File: src/rtl/strap_pkg.sv
// Purpose: shared types and constants for the power-on strap latch
// Assumes: one 20 MHz clock, strap pins asynchronous to it
// Notes:   strap pin levels are raw pin levels; decoding is in the top
package strap_pkg;

  // ==========================================================================
  // strap pins and decoded configuration
  typedef struct packed {
    logic       self_test_strap;
    logic       service_proc_boot_strap;
    logic       trusted_platform_strap;
    logic       powerup_halt_strap;       // low means halt
    logic       firmware_agent_strap;
    logic       trusted_agent_strap;
    logic       safe_mode_strap;
    logic [1:0] socket_index_strap;
  } strap_pins_t;

  localparam int STRAP_W    = 9;
  localparam int PG_GROUP_W = 8;          // all straps but self test

  // internal pull levels seen when the board leaves a strap floating
  localparam strap_pins_t STRAP_PULL = '{
    self_test_strap:         1'b1,
    service_proc_boot_strap: 1'b0,
    trusted_platform_strap:  1'b1,
    powerup_halt_strap:      1'b1,
    firmware_agent_strap:    1'b0,
    trusted_agent_strap:     1'b0,
    safe_mode_strap:         1'b0,
    socket_index_strap:      2'h0
  };

  typedef struct packed {
    logic       fault_resilient_boot;     // output tri-state option
    logic       builtin_self_test;
    logic       service_proc_boot;
    logic       trusted_platform;
    logic       powerup_halt;
    logic       firmware_agent;
    logic       trusted_agent;
    logic       safe_mode;
    logic [1:0] socket_index;
  } poweron_config_t;

  localparam int CFG_W = 10;

  // ==========================================================================
  // synchroniser vector: {plat_rst_n, pwr_good, core_rst, thermal, straps}
  localparam int SYNC_W = 13;
  localparam logic [12:0] SYNC_RST = {1'b0, 1'b0, 1'b0, 1'b1, STRAP_PULL};
  localparam logic THERMAL_RST = 1'b1;    // pin idle high, not asserted

  // ==========================================================================
  // boot sequence states
  typedef enum logic [4:0] {
    SEQ_WAIT      = 5'h01,
    SEQ_DECIDE    = 5'h02,
    SEQ_SELF_TEST = 5'h04,
    SEQ_HALT      = 5'h08,
    SEQ_RUN       = 5'h10
  } seq_state_t;

  // ==========================================================================
  // register port
  localparam int ADDR_W = 8;
  typedef struct packed {
    logic              wr;
    logic              rd;
    logic [ADDR_W-1:0] addr;
    logic [31:0]       wdata;
  } reg_req_t;

  localparam logic [7:0] REG_CONFIG   = 8'h00;
  localparam logic [7:0] REG_SEQ      = 8'h04;
  localparam logic [7:0] REG_CONTROL  = 8'h08;
  localparam logic [7:0] REG_CAPTURES = 8'h0C;

  localparam int CTRL_HALT_RELEASE = 0;   // write one: leave halt
  localparam int SEQ_PLAT_BIT      = 8;
  localparam int SEQ_PG_BIT        = 9;
  localparam int SEQ_CORE_BIT      = 10;
  localparam logic [7:0] CAPTURES_RST = 8'h00;

endpackage : strap_pkg

File: src/rtl/strap_sync.sv
// Purpose: two-flop synchroniser for a vector of asynchronous pins
// Assumes: each bit is an independent level
// Notes:   first stage feeds only the second stage
module strap_sync #(
  parameter int               WIDTH   = 1,
  parameter logic [WIDTH-1:0] RST_VAL = '0
) (
  input  wire logic             clk,
  input  wire logic             rst,
  input  wire logic [WIDTH-1:0] async_in,
  output logic      [WIDTH-1:0] sync_out
);

  logic [WIDTH-1:0] stage1;

  // ==========================================================================
  // two stages; metastability settles in stage1
  always_ff @(posedge clk or posedge rst)
  begin
    if (rst)
    begin
      stage1   <= RST_VAL;
      sync_out <= RST_VAL;
    end
    else
    begin
      stage1   <= async_in;
      sync_out <= stage1;
    end
  end

endmodule : strap_sync

File: src/rtl/strap_capture.sv
// Purpose: holding register for one group of straps
// Assumes: load is a one-cycle event pulse on clk
// Notes:   value only changes on load, so it is frozen between events
module strap_capture #(
  parameter int               WIDTH   = 1,
  parameter logic [WIDTH-1:0] RST_VAL = '0
) (
  input  wire logic             clk,
  input  wire logic             rst,
  input  wire logic             load,
  input  wire logic [WIDTH-1:0] d,
  output logic      [WIDTH-1:0] q
);

  // ==========================================================================
  // capture on the event, hold otherwise
  always_ff @(posedge clk or posedge rst)
  begin
    if (rst)
      q <= RST_VAL;
    else if (load)
      q <= d;
  end

endmodule : strap_capture

File: src/rtl/poweron_strap_latch.sv
// Purpose: latch power-on straps and run the early boot sequence
// Assumes: pins asynchronous to clk; register port on clk
// Notes:   reads return data in the cycle after the read strobe

// Functional notes
// - straps captured on reset release or power-good rise
// - captured options change only on new event
// - thermal pin at platform reset release selects tri-state
// - self test sampled at both reset releases
// - other straps sampled on power-good rise
// - halt strap stops sequence until probe releases
// - service-processor boot strap selects that mode
// - firmware-agent strap makes device bootable agent
// - safe-mode strap selects safe-mode boot
// - floating straps take their internal pull level
module poweron_strap_latch (
  input  wire logic                       clk,
  input  wire logic                       rst,
  input  wire logic                       platform_reset_n_pin,
  input  wire logic                       power_good_in,
  input  wire logic                       core_reset_pin,
  input  wire logic                       thermal_hot_pin,
  input  wire strap_pkg::strap_pins_t     strap_pins,
  input  wire logic [8:0]                 strap_driven,
  input  wire logic                       self_test_done,
  input  wire strap_pkg::reg_req_t        reg_req,
  output logic      [31:0]                reg_rdata,
  output strap_pkg::poweron_config_t      config_out,
  output logic                            output_tristate_en,
  output logic                            builtin_self_test_run,
  output logic                            powerup_halted,
  output logic                            boot_proceed
);

  // ==========================================================================
  // pad resolution: an undriven strap reads its pull level
  wire strap_pkg::strap_pins_t strap_level;
  assign strap_level = (strap_pins & strap_driven)
                     | (strap_pkg::STRAP_PULL & ~strap_driven);

  // ==========================================================================
  // synchronisers; straps share the latency of the latching signals so
  // the value captured on an edge is the one present at that edge
  logic [strap_pkg::SYNC_W-1:0] sync_vec;

  strap_sync #(
    .WIDTH   (strap_pkg::SYNC_W),
    .RST_VAL (strap_pkg::SYNC_RST)
  ) u_sync (
    .clk      (clk),
    .rst      (rst),
    .async_in ({platform_reset_n_pin, power_good_in, core_reset_pin,
                thermal_hot_pin, strap_level}),
    .sync_out (sync_vec)
  );

  wire                         plat_rst_n_s;
  wire                         pwr_good_s;
  wire                         core_rst_s;
  wire                         thermal_s;
  wire strap_pkg::strap_pins_t strap_s;
  assign plat_rst_n_s = sync_vec[12];
  assign pwr_good_s   = sync_vec[11];
  assign core_rst_s   = sync_vec[10];
  assign thermal_s    = sync_vec[9];
  assign strap_s      = sync_vec[8:0];

  // ==========================================================================
  // edge detection on the synchronised latching signals only
  logic plat_rst_n_d;
  logic pwr_good_d;
  logic core_rst_d;

  always_ff @(posedge clk or posedge rst)
  begin
    if (rst)
    begin
      plat_rst_n_d <= 1'b0;
      pwr_good_d   <= 1'b0;
      core_rst_d   <= 1'b0;
    end
    else
    begin
      plat_rst_n_d <= plat_rst_n_s;
      pwr_good_d   <= pwr_good_s;
      core_rst_d   <= core_rst_s;
    end
  end

  // reset-low flops mean a platform-reset or power-good pin already high after rst still gives an event
  wire rst_release_ev;
  wire pg_rise_ev;
  wire core_release_ev;
  wire any_capture_ev;
  assign rst_release_ev  = plat_rst_n_s & ~plat_rst_n_d;
  assign pg_rise_ev      = pwr_good_s & ~pwr_good_d;
  assign core_release_ev = ~core_rst_s & core_rst_d;
  assign any_capture_ev  = rst_release_ev | pg_rise_ev | core_release_ev;

  // ==========================================================================
  // capture groups, one per latching signal set
  logic                                thermal_cap;
  logic                                self_test_cap;
  logic [strap_pkg::PG_GROUP_W-1:0]    pg_group_cap;
  wire                                 self_test_load;
  assign self_test_load = rst_release_ev | core_release_ev;

  strap_capture #(
    .WIDTH   (1),
    .RST_VAL (strap_pkg::THERMAL_RST)
  ) u_cap_thermal (
    .clk  (clk),
    .rst  (rst),
    .load (rst_release_ev),
    .d    (thermal_s),
    .q    (thermal_cap)
  );

  strap_capture #(
    .WIDTH   (1),
    .RST_VAL (strap_pkg::STRAP_PULL.self_test_strap)
  ) u_cap_self_test (
    .clk  (clk),
    .rst  (rst),
    .load (self_test_load),
    .d    (strap_s.self_test_strap),
    .q    (self_test_cap)
  );

  strap_capture #(
    .WIDTH   (strap_pkg::PG_GROUP_W),
    .RST_VAL (strap_pkg::STRAP_PULL[strap_pkg::PG_GROUP_W-1:0])
  ) u_cap_pg (
    .clk  (clk),
    .rst  (rst),
    .load (pg_rise_ev),
    .d    (strap_s[strap_pkg::PG_GROUP_W-1:0]),
    .q    (pg_group_cap)
  );

  // ==========================================================================
  // decode raw captured pin levels into option meanings
  wire strap_pkg::strap_pins_t cap_pins;
  assign cap_pins = {self_test_cap, pg_group_cap};

  // thermal and halt pins are active low
  assign config_out.fault_resilient_boot = ~thermal_cap;
  assign config_out.builtin_self_test    = cap_pins.self_test_strap;
  assign config_out.service_proc_boot    =
           cap_pins.service_proc_boot_strap;
  assign config_out.trusted_platform     = cap_pins.trusted_platform_strap;
  assign config_out.powerup_halt         = ~cap_pins.powerup_halt_strap;
  assign config_out.firmware_agent       =
           cap_pins.firmware_agent_strap;
  assign config_out.trusted_agent        = cap_pins.trusted_agent_strap;
  assign config_out.safe_mode            = cap_pins.safe_mode_strap;
  assign config_out.socket_index         = cap_pins.socket_index_strap;

  // tri-state request for fault-resilient boot comes straight from a flop
  assign output_tristate_en = config_out.fault_resilient_boot;

  // ==========================================================================
  // register port decode
  wire hit_config;
  wire hit_seq;
  wire hit_control;
  wire hit_captures;
  wire halt_release;
  assign hit_config   = reg_req.addr == strap_pkg::REG_CONFIG;
  assign hit_seq      = reg_req.addr == strap_pkg::REG_SEQ;
  assign hit_control  = reg_req.addr == strap_pkg::REG_CONTROL;
  assign hit_captures = reg_req.addr == strap_pkg::REG_CAPTURES;
  assign halt_release = reg_req.wr & hit_control
                      & reg_req.wdata[strap_pkg::CTRL_HALT_RELEASE];

  // ==========================================================================
  // boot sequence: wait for reset release, optional self test, optional
  // halt for the debug probe, then proceed
  strap_pkg::seq_state_t state;
  strap_pkg::seq_state_t next_state;
  wire                   in_reset;
  wire                   start_ev;
  assign in_reset = ~plat_rst_n_s | core_rst_s;
  assign start_ev = (rst_release_ev & ~core_rst_s)
                  | (core_release_ev & plat_rst_n_s);

  // decide one cycle after the event so the capture flops are settled
  always_comb
  begin
    next_state = state;
    case (state)
      strap_pkg::SEQ_WAIT:
        if (start_ev)
          next_state = strap_pkg::SEQ_DECIDE;
      strap_pkg::SEQ_DECIDE:
        if (config_out.builtin_self_test)
          next_state = strap_pkg::SEQ_SELF_TEST;
        else if (config_out.powerup_halt)
          next_state = strap_pkg::SEQ_HALT;
        else
          next_state = strap_pkg::SEQ_RUN;
      strap_pkg::SEQ_SELF_TEST:
        if (self_test_done)
          next_state = config_out.powerup_halt ? strap_pkg::SEQ_HALT
                                               : strap_pkg::SEQ_RUN;
      strap_pkg::SEQ_HALT:
        if (halt_release)
          next_state = strap_pkg::SEQ_RUN;
      strap_pkg::SEQ_RUN:
        next_state = strap_pkg::SEQ_RUN;
      default:
        next_state = strap_pkg::SEQ_WAIT;
    endcase
    if (in_reset)
      next_state = strap_pkg::SEQ_WAIT;
  end

  always_ff @(posedge clk or posedge rst)
  begin
    if (rst)
      state <= strap_pkg::SEQ_WAIT;
    else
      state <= next_state;
  end

  assign builtin_self_test_run = state == strap_pkg::SEQ_SELF_TEST;
  assign powerup_halted        = state == strap_pkg::SEQ_HALT;
  assign boot_proceed          = state == strap_pkg::SEQ_RUN;

  // ==========================================================================
  // capture event counter; wraps, lets software spot a re-latch
  logic [7:0] capture_count;

  always_ff @(posedge clk or posedge rst)
  begin
    if (rst)
      capture_count <= strap_pkg::CAPTURES_RST;
    else if (any_capture_ev)
      capture_count <= capture_count + 8'h01;
  end

  // ==========================================================================
  // read mux; unmapped addresses and control read as zero
  wire [31:0] seq_word;
  wire [31:0] next_rdata;
  assign seq_word = {21'h000000, core_rst_s, pwr_good_s, plat_rst_n_s,
                     3'h0, state};
  assign next_rdata = !reg_req.rd   ? 32'h00000000
                    : hit_config   ? {22'h000000, config_out}
                    : hit_seq      ? seq_word
                    : hit_captures ? {24'h000000, capture_count}
                    : 32'h00000000;

  always_ff @(posedge clk or posedge rst)
  begin
    if (rst)
      reg_rdata <= 32'h00000000;
    else
      reg_rdata <= next_rdata;
  end
endmodule : poweron_strap_latch

File: config.mk
export PLATFORM = sky130hd
export DESIGN_NAME = poweron_strap_latch
export DESIGN_NICKNAME = d
export VERILOG_FILES = /design/src/rtl/strap_pkg.sv /design/src/rtl/strap_sync.sv /design/src/rtl/strap_capture.sv /design/src/rtl/poweron_strap_latch.sv
export SDC_FILE = /design/constraint.sdc
export NUM_CORES = 1
export LEC_CHECK = 0
export BUFFER_PORTS_ARGS = -buffer_cell sky130_fd_sc_hd__buf_2
export CAP_MARGIN = 10
export CORE_UTILIZATION = 47
export CTS_BUF_LIST = sky130_fd_sc_hd__clkbuf_4 sky130_fd_sc_hd__clkbuf_8 sky130_fd_sc_hd__clkbuf_16
export CTS_CLUSTER_SIZE = 40
export DETAILED_ROUTE_END_ITERATION = 7
export GPL_TIMING_DRIVEN = 0
export PLACE_DENSITY = 0.91
export SYNTH_ARGS = -nofsm -noshare
export SYNTH_HDL_FRONTEND = slang
export SYNTH_SLANG_ARGS = --single-unit
File: constraint.sdc
create_clock -name clk -period 3.4 [get_ports clk]
set_input_delay 0.68 -clock clk [delete_from_list [all_inputs] [get_ports clk]]
set_output_delay 0.68 -clock clk [all_outputs]
set_load 0.02 [all_outputs]
==> results of run 1 <==
-- placed cells by master, fill, tap and decap left out, types with 2 or more instances in the layout --
master,netlist,final
clkbuf_1,4,4
dfrtp_1,50,50
nand3_1,7,7
inv_1,5,4
dfstp_2,13,13
nand2_1,35,35
nand4_1,3,3
nand2b_1,7,7
nand3b_1,3,3
nor2_1,13,13
nor3_1,7,7
xor2_1,3,3
and2_1,7,7
clkbuf_8,0,9
o211a_1,5,5
mux2_2,3,3
conb_1,1,21
clkbuf_4,0,3
mux2i_1,3,3
and3_1,2,2
xnor2_1,6,6
buf_4,31,31
buf_2,2,62
nor3_2,2,2
bufinv_16,0,3
a21oi_1,10,10
-- stage by stage --
step | total power, mW | hold WS [ns]
final | 1.96 | 0.348
after global routing | 2.06 | 0.353
after CTS | 1.98 | 0.348
after detailed placement | 1.20 | 0.335
after global placement | 1.18 | 0.334
after floorplan | 1.11 | 0.331
-- cell type report --
cell class                 instances  area [µm²]
inverter                           5        18.8
buffer                            37         258
tap                               72        90.1
timing repair buffer              61         320
multi-input combinational        155         907
clock buffer                      12         146
sequential                        63        1590
fill                             432        2080
clock inverter                     4        95.1
-- cell families after synthesis --
family	Yosys count	synth area share (%)
AND/OR/NAND/NOR	96	19.0
flip-flops	63	59.0
buffers and inverters	42	10.2
AO/OA/AOI/OAI	22	5.93
XOR/XNOR	9	2.92
multiplexers	6	2.36
adder cells (fa/ha/maj)	1	0.463
other	1	0.139
-- final timing paths --
kind,depth (start not counted),startpoint,end
worst max-delay path,5,state[1],powerup_halted
worst min-delay path,0,u_sync.stage1[11],u_sync.sync_out[11]
worst max register to register,5,state[1],state[0]
worst min register to register,0,u_sync.stage1[11],u_sync.sync_out[11]
max in group asynchronous,3,rst,u_cap_thermal.q
min in group asynchronous,2,rst,capture_count[1]
-- metal layers --
| layer | vias up | track usage [%] | wire, µm |
|---|---|---|---|
| met2 | 103 | 27.5 | 2310 |
| met1 | 881 | 20.6 | 1930 |
| met4 | 0 | 14.9 | 155 |
| li1 | 934 | - | - |
| met5 | - | 0 | 0 |
| met3 | 17 | 5.06 | 397 |
-- power by group --
group	switching [mW]	total (mW)	internal, mW	leakage (nW)
Combinational	0.151	0.286	0.134	0.895
Sequential	0.0685	0.903	0.834	0.783
Clock	0.264	0.774	0.511	0.125
Total	0.484	1.96	1.48	1.80
-- registers in the layout, indices dropped and copies added, names as in the netlist --
signal	flops
capture_count	8
core_rst_d	1
plat_rst_n_d	1
pwr_good_d	1
reg_rdata	11
state	5
u_cap_pg.q	8
u_cap_self_test.q	1
u_cap_thermal.q	1
u_sync.stage1	13
u_sync.sync_out	13
-- critical path: cells and delay by family, from the launching register on --
| family | cells | cell delay [ns] |
|---|---|---|
| buffers and inverters | 3 | 0.41 |
| flip-flops | 1 | 0.35 |
| AND/OR/NAND/NOR | 2 | 0.50 |
-- cell usage after synthesis (3+ instances only) --
master,count
nand2b_1,7
buf_4,31
xnor2_1,6
xor2_1,3
nand3_1,7
a21oi_1,10
mux2_2,3
o211a_1,5
dfrtp_1,50
nand4_1,3
nand2_1,35
dfstp_2,13
mux2i_1,3
nor2_1,13
nor3_1,7
clkbuf_1,4
inv_1,5
nand3b_1,3
and2_1,7
==> impl_metrics.ini, run 1 <==
[status]
status = finished clean

[timing]
timing.final.max_slew_violations = 0
clock_skew_ns = 0.00932
worst_slack_ns = 1.14
final.min_clock_period_ns = 2.26
report.final.setup_viol = 0
final.period_utilization_pct = 66.6
final_report_hold_violation_count = 0
setup_total_negative_slack_ns = 0
maxSlewHeadroom_pct = 59.6
maxClockFrequency_ghz = 0.442
unrepaired_setup_endpoints_after_global_routing = no
worst-slew-pin-transition_ns = 0.605

[yosys]
synth-seq-cells = 63
synth_warnings = 0
synthDominantCellAreaShare_pct = 46.3
mappedNetlistArea_um2 = 2700
netlist_top_cells_area = dfrtp_1 46%, dfstp_2 13%, buf_4 8.6%
sequential_area_share_after_synthesis_pct = 59.0
count_of_mapped_cells_out_of_synthesis = 240
post_synth.cell_area_avg_um2 = 11.3
netlist-cell-type-count = 41
synth_ff_type = dfrtp_1
synth_area_leader = dfrtp_1
synth-edff-count = 0
synth_async_sr_flop_share_pct = 100

[route]
drt.antenna.violating_nets = 0
postRouteWirelength_mm = 4.79
wl_per_cell_um = 11.7
vias = 1935
remaining_drc_errors = 0
initial_drc_count = 79
drt-vias-per-instance = 4.73
detail_route.first_pass.iterations = 4

[clock_network]
cts_buffers = 9
holdBufCountCts = 0
clock_transition_at_path_regs_ns = 0.06
cts.sinks = 63
root_driver = clkbuf_8
worst_skew_pair.late_latency_ns = 0.34
ctsLongestPathBuffers = 2
cts_tree = built
number_of_buffers_inserted_to_repair_setup_after_cts = 0
postCtsResizedCells = 0
h-tree-depth = 3

[global_routing]
grt_antenna_before_repair = 0
grt_first_pass_wirelength_mm = 7.98
grt_overflow_total = 0
grt_pass1_vias = 1851
largest_net_degree_at_the_start_of_global_routing = 36
track_usage_pct = 17.9

[die]
chipHeight_um = 77.8
core_um2 = 5510
dieWidth_um = 77.8
die_area_um2 = 6050
io-pin-count = 113
rows = 27
effective_utilization_at_floorplan_pct = 49.1

[critical_path]
path_cells = buf_2 > nor3_1 > nand3b_1 > inv_1 > buf_2
start_kind = flip-flop
crit_top_cell = buf_2
worst-r2r-setup-slack_ns = 1.71
worst_setup_path_end_kind = output pin
crit_fanout = 8
worstSetupPathType = reg -> out
critical_path.max_stage_delay_ns = 0.35
cp_data_required_time_ns = 2.72
worst_ep_arrival_time_ns = 1.58
worst_path_max_delay_cell = dfrtp_1

[cells_and_area]
fin_util_pct = 62.3
final-instance-count-excl-fill = 409
n_antenna_cell = 0
fin_area_um2 = 3430
nNetsFinal = 400
post_route_cells_drive_above_1_share_pct = 40.1
areaGrowthSynthToFinish_pct = 26.9

[place]
detailedPlacementHpwl_mm = 3.45
gp_routability_congestion = 0.815
placedInstanceArea_um2 = 3190
placement.io_buffers = 60
place_inst = 393
post-place-ws_ns = 1.30

[power_and_ir_drop]
vdd.ir_drop.worst_uv = 279
p_leak_nw = 1.80
powerDensity_nw_per_um2 = 573

[hold_path]
hp-class = reg -> reg

[flow_run]
max_cap_viol_count = 0
No activity file was read; power rests on OpenSTA's default activity.
==> run 2, diff against run 1 <==
--- a/config.mk
+++ b/config.mk
@@ -5,6 +5,7 @@
 export SDC_FILE = /design/constraint.sdc
 export NUM_CORES = 1
 export LEC_CHECK = 0
+export ABC_AREA = 1
 export BUFFER_PORTS_ARGS = -buffer_cell sky130_fd_sc_hd__buf_2
 export CAP_MARGIN = 10
 export CORE_UTILIZATION = 47
@@ -12,7 +13,7 @@
 export CTS_CLUSTER_SIZE = 40
 export DETAILED_ROUTE_END_ITERATION = 7
 export GPL_TIMING_DRIVEN = 0
-export PLACE_DENSITY = 0.91
+export PLACE_DENSITY = 0.9
 export SYNTH_ARGS = -nofsm -noshare
 export SYNTH_HDL_FRONTEND = slang
 export SYNTH_SLANG_ARGS = --single-unit
==> constraint.sdc (replaced) <==
create_clock -name clk -period 2.25 [get_ports clk]
set_input_delay 0.45 -clock clk [delete_from_list [all_inputs] [get_ports clk]]
set_output_delay 0.45 -clock clk [all_outputs]
set_load 0.02 [all_outputs]
==> run 2 against run 1 <==
Compared with the run above:
- the flow now finishes with violations (DRC)
- via count up 12%
- final cell count rose by 19%
- largest power group unchanged
- combinational power increased by 50%
- highest routed layer unchanged
- global-route usage increased by 1.0 points
- setup slack got worse by 0.80 ns
- critical path type unchanged
- sequential power increased by 50%
==> impl_metrics.ini, run 2 <==
[critical_path]
worst_ep_arrival_time_ns = 1.46
crit_fanout = 4
worst_path_max_delay_cell = dfrtp_1
critical_path.max_stage_delay_ns = 0.43
crit_top_cell = nor2_1
start_kind = flip-flop
cp_data_required_time_ns = 1.80
worstSetupPathType = reg -> out
worst-r2r-setup-slack_ns = 0.94
path_cells = inv_1 > nor2_1 > nand2_1 > nor2_1 > buf_2
worst_setup_path_end_kind = output pin

[global_routing]
groute.layer.met3.usage_pct = 6.82
grt_antenna_before_repair = 0
top_usage_layer = met2
grt_overflow_total = 0
track_usage_pct = 18.9
use_met2_pct = 33.8
met1_track_demand_over_resource_pct = 20.6
grt_first_pass_wirelength_mm = 9.00
grt_pass1_vias = 2027
largest_net_degree_at_the_start_of_global_routing = 39

[yosys]
netlist_top_cells_area = dfrtp_1 43%, dfstp_2 12%, nand2_1 8.7%
count_of_mapped_cells_out_of_synthesis = 313
synth_async_sr_flop_share_pct = 100
mappedNetlistArea_um2 = 2880
synth_ff_type = dfrtp_1
synth_warnings = 0
synthDominantCellAreaShare_pct = 43.4
netlist-cell-type-count = 31
synth-seq-cells = 63
post_synth.cell_area_avg_um2 = 9.21
yosys-top-cells-count = 67 x nand2_1, 50 x dfrtp_1, 45 x inv_1
yosys.cell_count.top_type = nand2_1
synth_area_leader = dfrtp_1
synth-edff-count = 0
sequential_area_share_after_synthesis_pct = 55.3

[die]
dieWidth_um = 80.3
chipHeight_um = 80.3
io-pin-count = 113
die_area_um2 = 6450
core_um2 = 5920
effective_utilization_at_floorplan_pct = 48.7
rows = 28

[route]
initial_drc_count = 106
drt-vias-per-instance = 4.48
vias = 2171
detail_route.first_pass.iterations = 6
wl_per_cell_um = 11.0
postRouteWirelength_mm = 5.34
remaining_drc_errors = 1
drt.antenna.violating_nets = 0

[power_and_ir_drop]
powerDensity_nw_per_um2 = 768
vdd.ir_drop.worst_uv = 472
power.net_switching_uw = 796
switching_share_pct = 29.1
cellInternalPower_mw = 1.94
p_comb_share_pct = 15.6
p_clk_share_pct = 35.0
sequentialPowerShare_pct = 49.4
p_leak_nw = 2.02

[timing]
report.final.setup_viol = 0
unrepaired_setup_endpoints_after_global_routing = no
worst-slew-pin-transition_ns = 0.774
maxClockFrequency_ghz = 0.524
final_report_hold_violation_count = 0
clock_skew_ns = 0.0106
final.min_clock_period_ns = 1.91
final.period_utilization_pct = 84.9
timing.final.max_slew_violations = 0
maxSlewHeadroom_pct = 48.3

[place]
detailedPlacementHpwl_mm = 4.12
placement.io_buffers = 60
gp_routability_congestion = 0.816
placedInstanceArea_um2 = 3370
place_inst = 469

[clock_network]
h-tree-depth = 3
cts.sinks = 63
number_of_buffers_inserted_to_repair_setup_after_cts = 0
ctsLongestPathBuffers = 2
clock_transition_at_path_regs_ns = 0.08
cts_tree = built
worst_skew_pair.late_latency_ns = 0.34
cts_buffers = 9
holdBufCountCts = 0
root_driver = clkbuf_8
postCtsResizedCells = 0

[cells_and_area]
fin_area_um2 = 3570
layout.cells.most_common_list = 67 x nand2_1, 61 x buf_2, 50 x dfrtp_1, 44 x inv_1, 30 x buf_4
areaGrowthSynthToFinish_pct = 23.8
n_antenna_cell = 0
layout.cells.most_common = nand2_1
nNetsFinal = 473
post_route_cells_drive_above_1_share_pct = 35.9
fin_util_pct = 60.2
final-instance-count-excl-fill = 485
top_flop_regs = u_sync.stage1 (13), u_sync.sync_out (13), reg_rdata (11)

[status]
status = finished, violations left
violations_in_the_final_reports = DRC

[hold_path]
hp-class = in -> reg

[flow_run]
max_cap_viol_count = 0
-- run 2: power by group through the flow --
stage               sequential (mW)  combinational [mW]  clock (mW)
floorplan                      1.35               0.322           0
global placement               1.37               0.405           0
detailed placement             1.37               0.429           0
CTS                            1.35               0.433       0.972
global route                   1.37               0.487        1.03
finish                         1.35               0.428       0.957
-- run 2: path summary, 6_finish.rpt --
kind,end,from,depth (start not counted)
setup / recovery,builtin_self_test_run,state[2],5
hold / removal,u_sync.stage1[9],thermal_hot_pin,1
setup reg to reg,state[4],state[2],7
hold reg to reg,u_sync.sync_out[11],u_sync.stage1[11],0
max in group asynchronous,state[0],rst,3
min in group asynchronous,reg_rdata[10],rst,2
-- run 2: kinds of logic after synthesis --
kind of cell	Yosys count	share of synthesized area, %
adders and majority gates	1	0.434
and+or+nand+nor	134	22.8
xor gates and xnor gates	7	2.13
AOI/OAI and AO/OA	23	4.04
DFF	63	55.3
other	1	0.130
buffers and inverters	84	15.2
-- run 2: per-layer routing --
metal	up-vias	share of wire [%]	wire length, µm
met2	74	52	2780
met5	-	0	0
li1	1095	-	-
met4	0	1.1	61
met3	7	6.2	332
met1	995	41	2170
-- run 2: metrics by stage --
step                hold WS (ns)  worst slack, ns  power, mW  setup TNS (ns)
floorplan                  0.331            0.252       1.67               0
global placement           0.333           -0.390       1.77          -19.37
detailed placement         0.335            0.740       1.80               0
CTS                        0.203            0.365       2.76               0
global route               0.198            0.245       2.89               0
finish                     0.213            0.340       2.74               0
-- run 2: layout make-up --
type	count	area, µm²
Clock inverter	7	72.6
Tap cell	75	93.8
Multi-Input combinational cell	186	925
Clock buffer	9	124
Sequential cell	63	1590
Fill cell	495	2350
Inverter	51	194
Buffer	33	245
Timing Repair Buffer	61	320
-- run 2: critical path, delay by kind of cell (launching register included) --
family | cells | cell delay [ns]
AND/OR/NAND/NOR | 3 | 0.44
buffers and inverters | 2 | 0.26
flip-flops | 1 | 0.43
==> run 3, diff against run 2 <==
==> constraint.sdc (replaced) <==
create_clock -name clk -period 1.78 [get_ports clk]
set_input_delay 0.356 -clock clk [delete_from_list [all_inputs] [get_ports clk]]
set_output_delay 0.356 -clock clk [all_outputs]
set_load 0.02 [all_outputs]
==> run 3 against run 2 <==
Compared with the run above:
- the flow now finishes without violations
- non-clock buffer count unchanged
- global-route usage barely moved
- setup slack worse by 0.29 ns
- register-to-register slack lost 0.45 ns
- final cell count stayed put
- critical endpoint is now powerup_halted
- highest routed layer unchanged
==> impl_metrics.ini, run 3 (same netlist as run 2, synthesis figures left out) <==
[cells_and_area]
layout.cells.most_common = nand2_1
areaGrowthSynthToFinish_pct = 25.2
nNetsFinal = 473
seqCellArea_um2 = 1590
n_antenna_cell = 0
fillers = 481
layout.cells.most_common_list = 67 x nand2_1, 60 x buf_2, 49 x dfrtp_1, 44 x inv_1, 31 x buf_4
post_route_cells_drive_above_1_share_pct = 36.8
multi_input_comb_area_um2 = 942
top_flop_regs = u_sync.stage1 (13), u_sync.sync_out (13), reg_rdata (11)

[critical_path]
worst-r2r-setup-slack_ns = 0.49
worst_ep_arrival_time_ns = 1.38
worst_setup_path_end_kind = output pin
start_kind = flip-flop
reg2reg_depth = 7
worst_path_max_delay_cell = dfrtp_2
cp_data_required_time_ns = 1.42
critical_path.max_stage_delay_ns = 0.44
worstSetupPathType = reg -> out
worst_r2r_endpoint = state[4]
critical_path.endpoint = powerup_halted
path_cells = inv_1 > nor2_1 > nand2_1 > nor2_2 > buf_2
timing.critical_path.from = state[3]
crit_reg_reg_startpoint = state[4]
crit_fanout = 4

[timing]
final.period_utilization_pct = 97.4
setup_total_negative_slack_ns = 0
clock_skew_ns = 0.00549
final_report_hold_violation_count = 0
worst_slack_ns = 0.0459
report.final.setup_viol = 0
unrepaired_setup_endpoints_after_global_routing = yes
timing.final.max_slew_violations = 0
final.min_clock_period_ns = 1.73
maxClockFrequency_ghz = 0.577

[route]
initial_drc_count = 119
drt-vias-per-instance = 4.56
postRouteWirelength_mm = 5.37
wl_per_cell_um = 11.1
detail_route.first_pass.iterations = 4
drt.antenna.violating_nets = 0
vias = 2211
remaining_drc_errors = 0

[die]
die_area_um2 = 6450
io-pin-count = 113
rows = 28
effective_utilization_at_floorplan_pct = 48.7
dieWidth_um = 80.3
chipHeight_um = 80.3
core_um2 = 5920

[status]
status = finished clean

[global_routing]
grt_pass1_vias = 2077
grt_overflow_total = 0
largest_net_degree_at_the_start_of_global_routing = 47
grt_antenna_before_repair = 0
track_usage_pct = 18.8
grt_first_pass_wirelength_mm = 8.85

[clock_network]
ctsLongestPathBuffers = 2
clock_transition_at_path_regs_ns = 0.07
worst_skew_pair.late_latency_ns = 0.33
cts_tree = built
root_driver = clkbuf_8
h-tree-depth = 3
cts.sinks = 63
cts_buffers = 9

[power_and_ir_drop]
total_power_mw = 3.53
p_leak_nw = 2.03
vdd.ir_drop.worst_uv = 817
powerDensity_nw_per_um2 = 977

[place]
detailedPlacementHpwl_mm = 3.99
post-place-ws_ns = 0.333
gp_routability_congestion = 0.811
placement.io_buffers = 60

[flow_run]
max_cap_viol_count = 0

[hold_path]
hp-class = in -> async
## run 3: timing repair
item                                    CTS  global route
hold buffers                              0             0
hold endpoints to repair                  0             0
gates resized for setup                   1             6
endpoints found under the setup margin    1             3
buffers inserted                          0             0
## run 3: worst min-delay path by stage
stage                                start                   to  slack (ns)  depth (start not counted)
after floorplan           u_sync.stage1[0]   u_sync.sync_out[0]        0.33                          0
after global placement    u_sync.stage1[2]   u_sync.sync_out[2]        0.33                          0
after detailed placement  u_sync.stage1[2]   u_sync.sync_out[2]        0.34                          0
after CTS                              rst           core_rst_d        0.02                          2
after global routing                   rst  u_sync.sync_out[12]        0.04                          2
final                                  rst           core_rst_d        0.02                          2
## run 3: cell type report
type	count	area share, %
Sequential cell	63	44.2
Multi-Input combinational cell	186	26.1
Timing Repair Buffer	61	8.95
Buffer	33	6.80
Inverter	51	5.48
Clock buffer	13	4.79
Tap cell	75	2.60
Clock inverter	3	1.11
## run 3: report_power, final
| group | leakage [nW] | internal [mW] | total, mW | switching [mW] |
|---|---|---|---|---|
| logic | 1.14 | 0.223 | 0.532 | 0.309 |
| registers | 0.783 | 1.58 | 1.71 | 0.126 |
| clock network | 0.113 | 0.772 | 1.28 | 0.512 |
## run 3: routing by layer
layer / vias to the layer above / wire length [µm] / share of wire (%) / track usage [%]
li1: 1094 / - / - / -
met1: 1008 / 2240 / 42 / 21.2
met2: 94 / 2700 / 50 / 32.0
met3: 15 / 347 / 6.5 / 6.82
met4: 0 / 81 / 1.5 / 8.21
met5: - / 0 / 0 / 0
## run 3: critical path: cells and delay by family (launching register included)
family,cells,cell delay [ns]
flops,1,0.44
simple gates,3,0.35
buf+inv,2,0.25
## run 3: per-stage QoR
step	instances	hold slack, ns	util (%)	cell area [µm²]
floorplan	333	0.331	-	2960
global placement	468	0.333	56.7	3350
detailed placement	469	0.336	57.0	3370
CTS	485	0.0175	60.6	3590
global route	485	0.0403	60.9	3610
finish	485	0.0210	60.9	3610
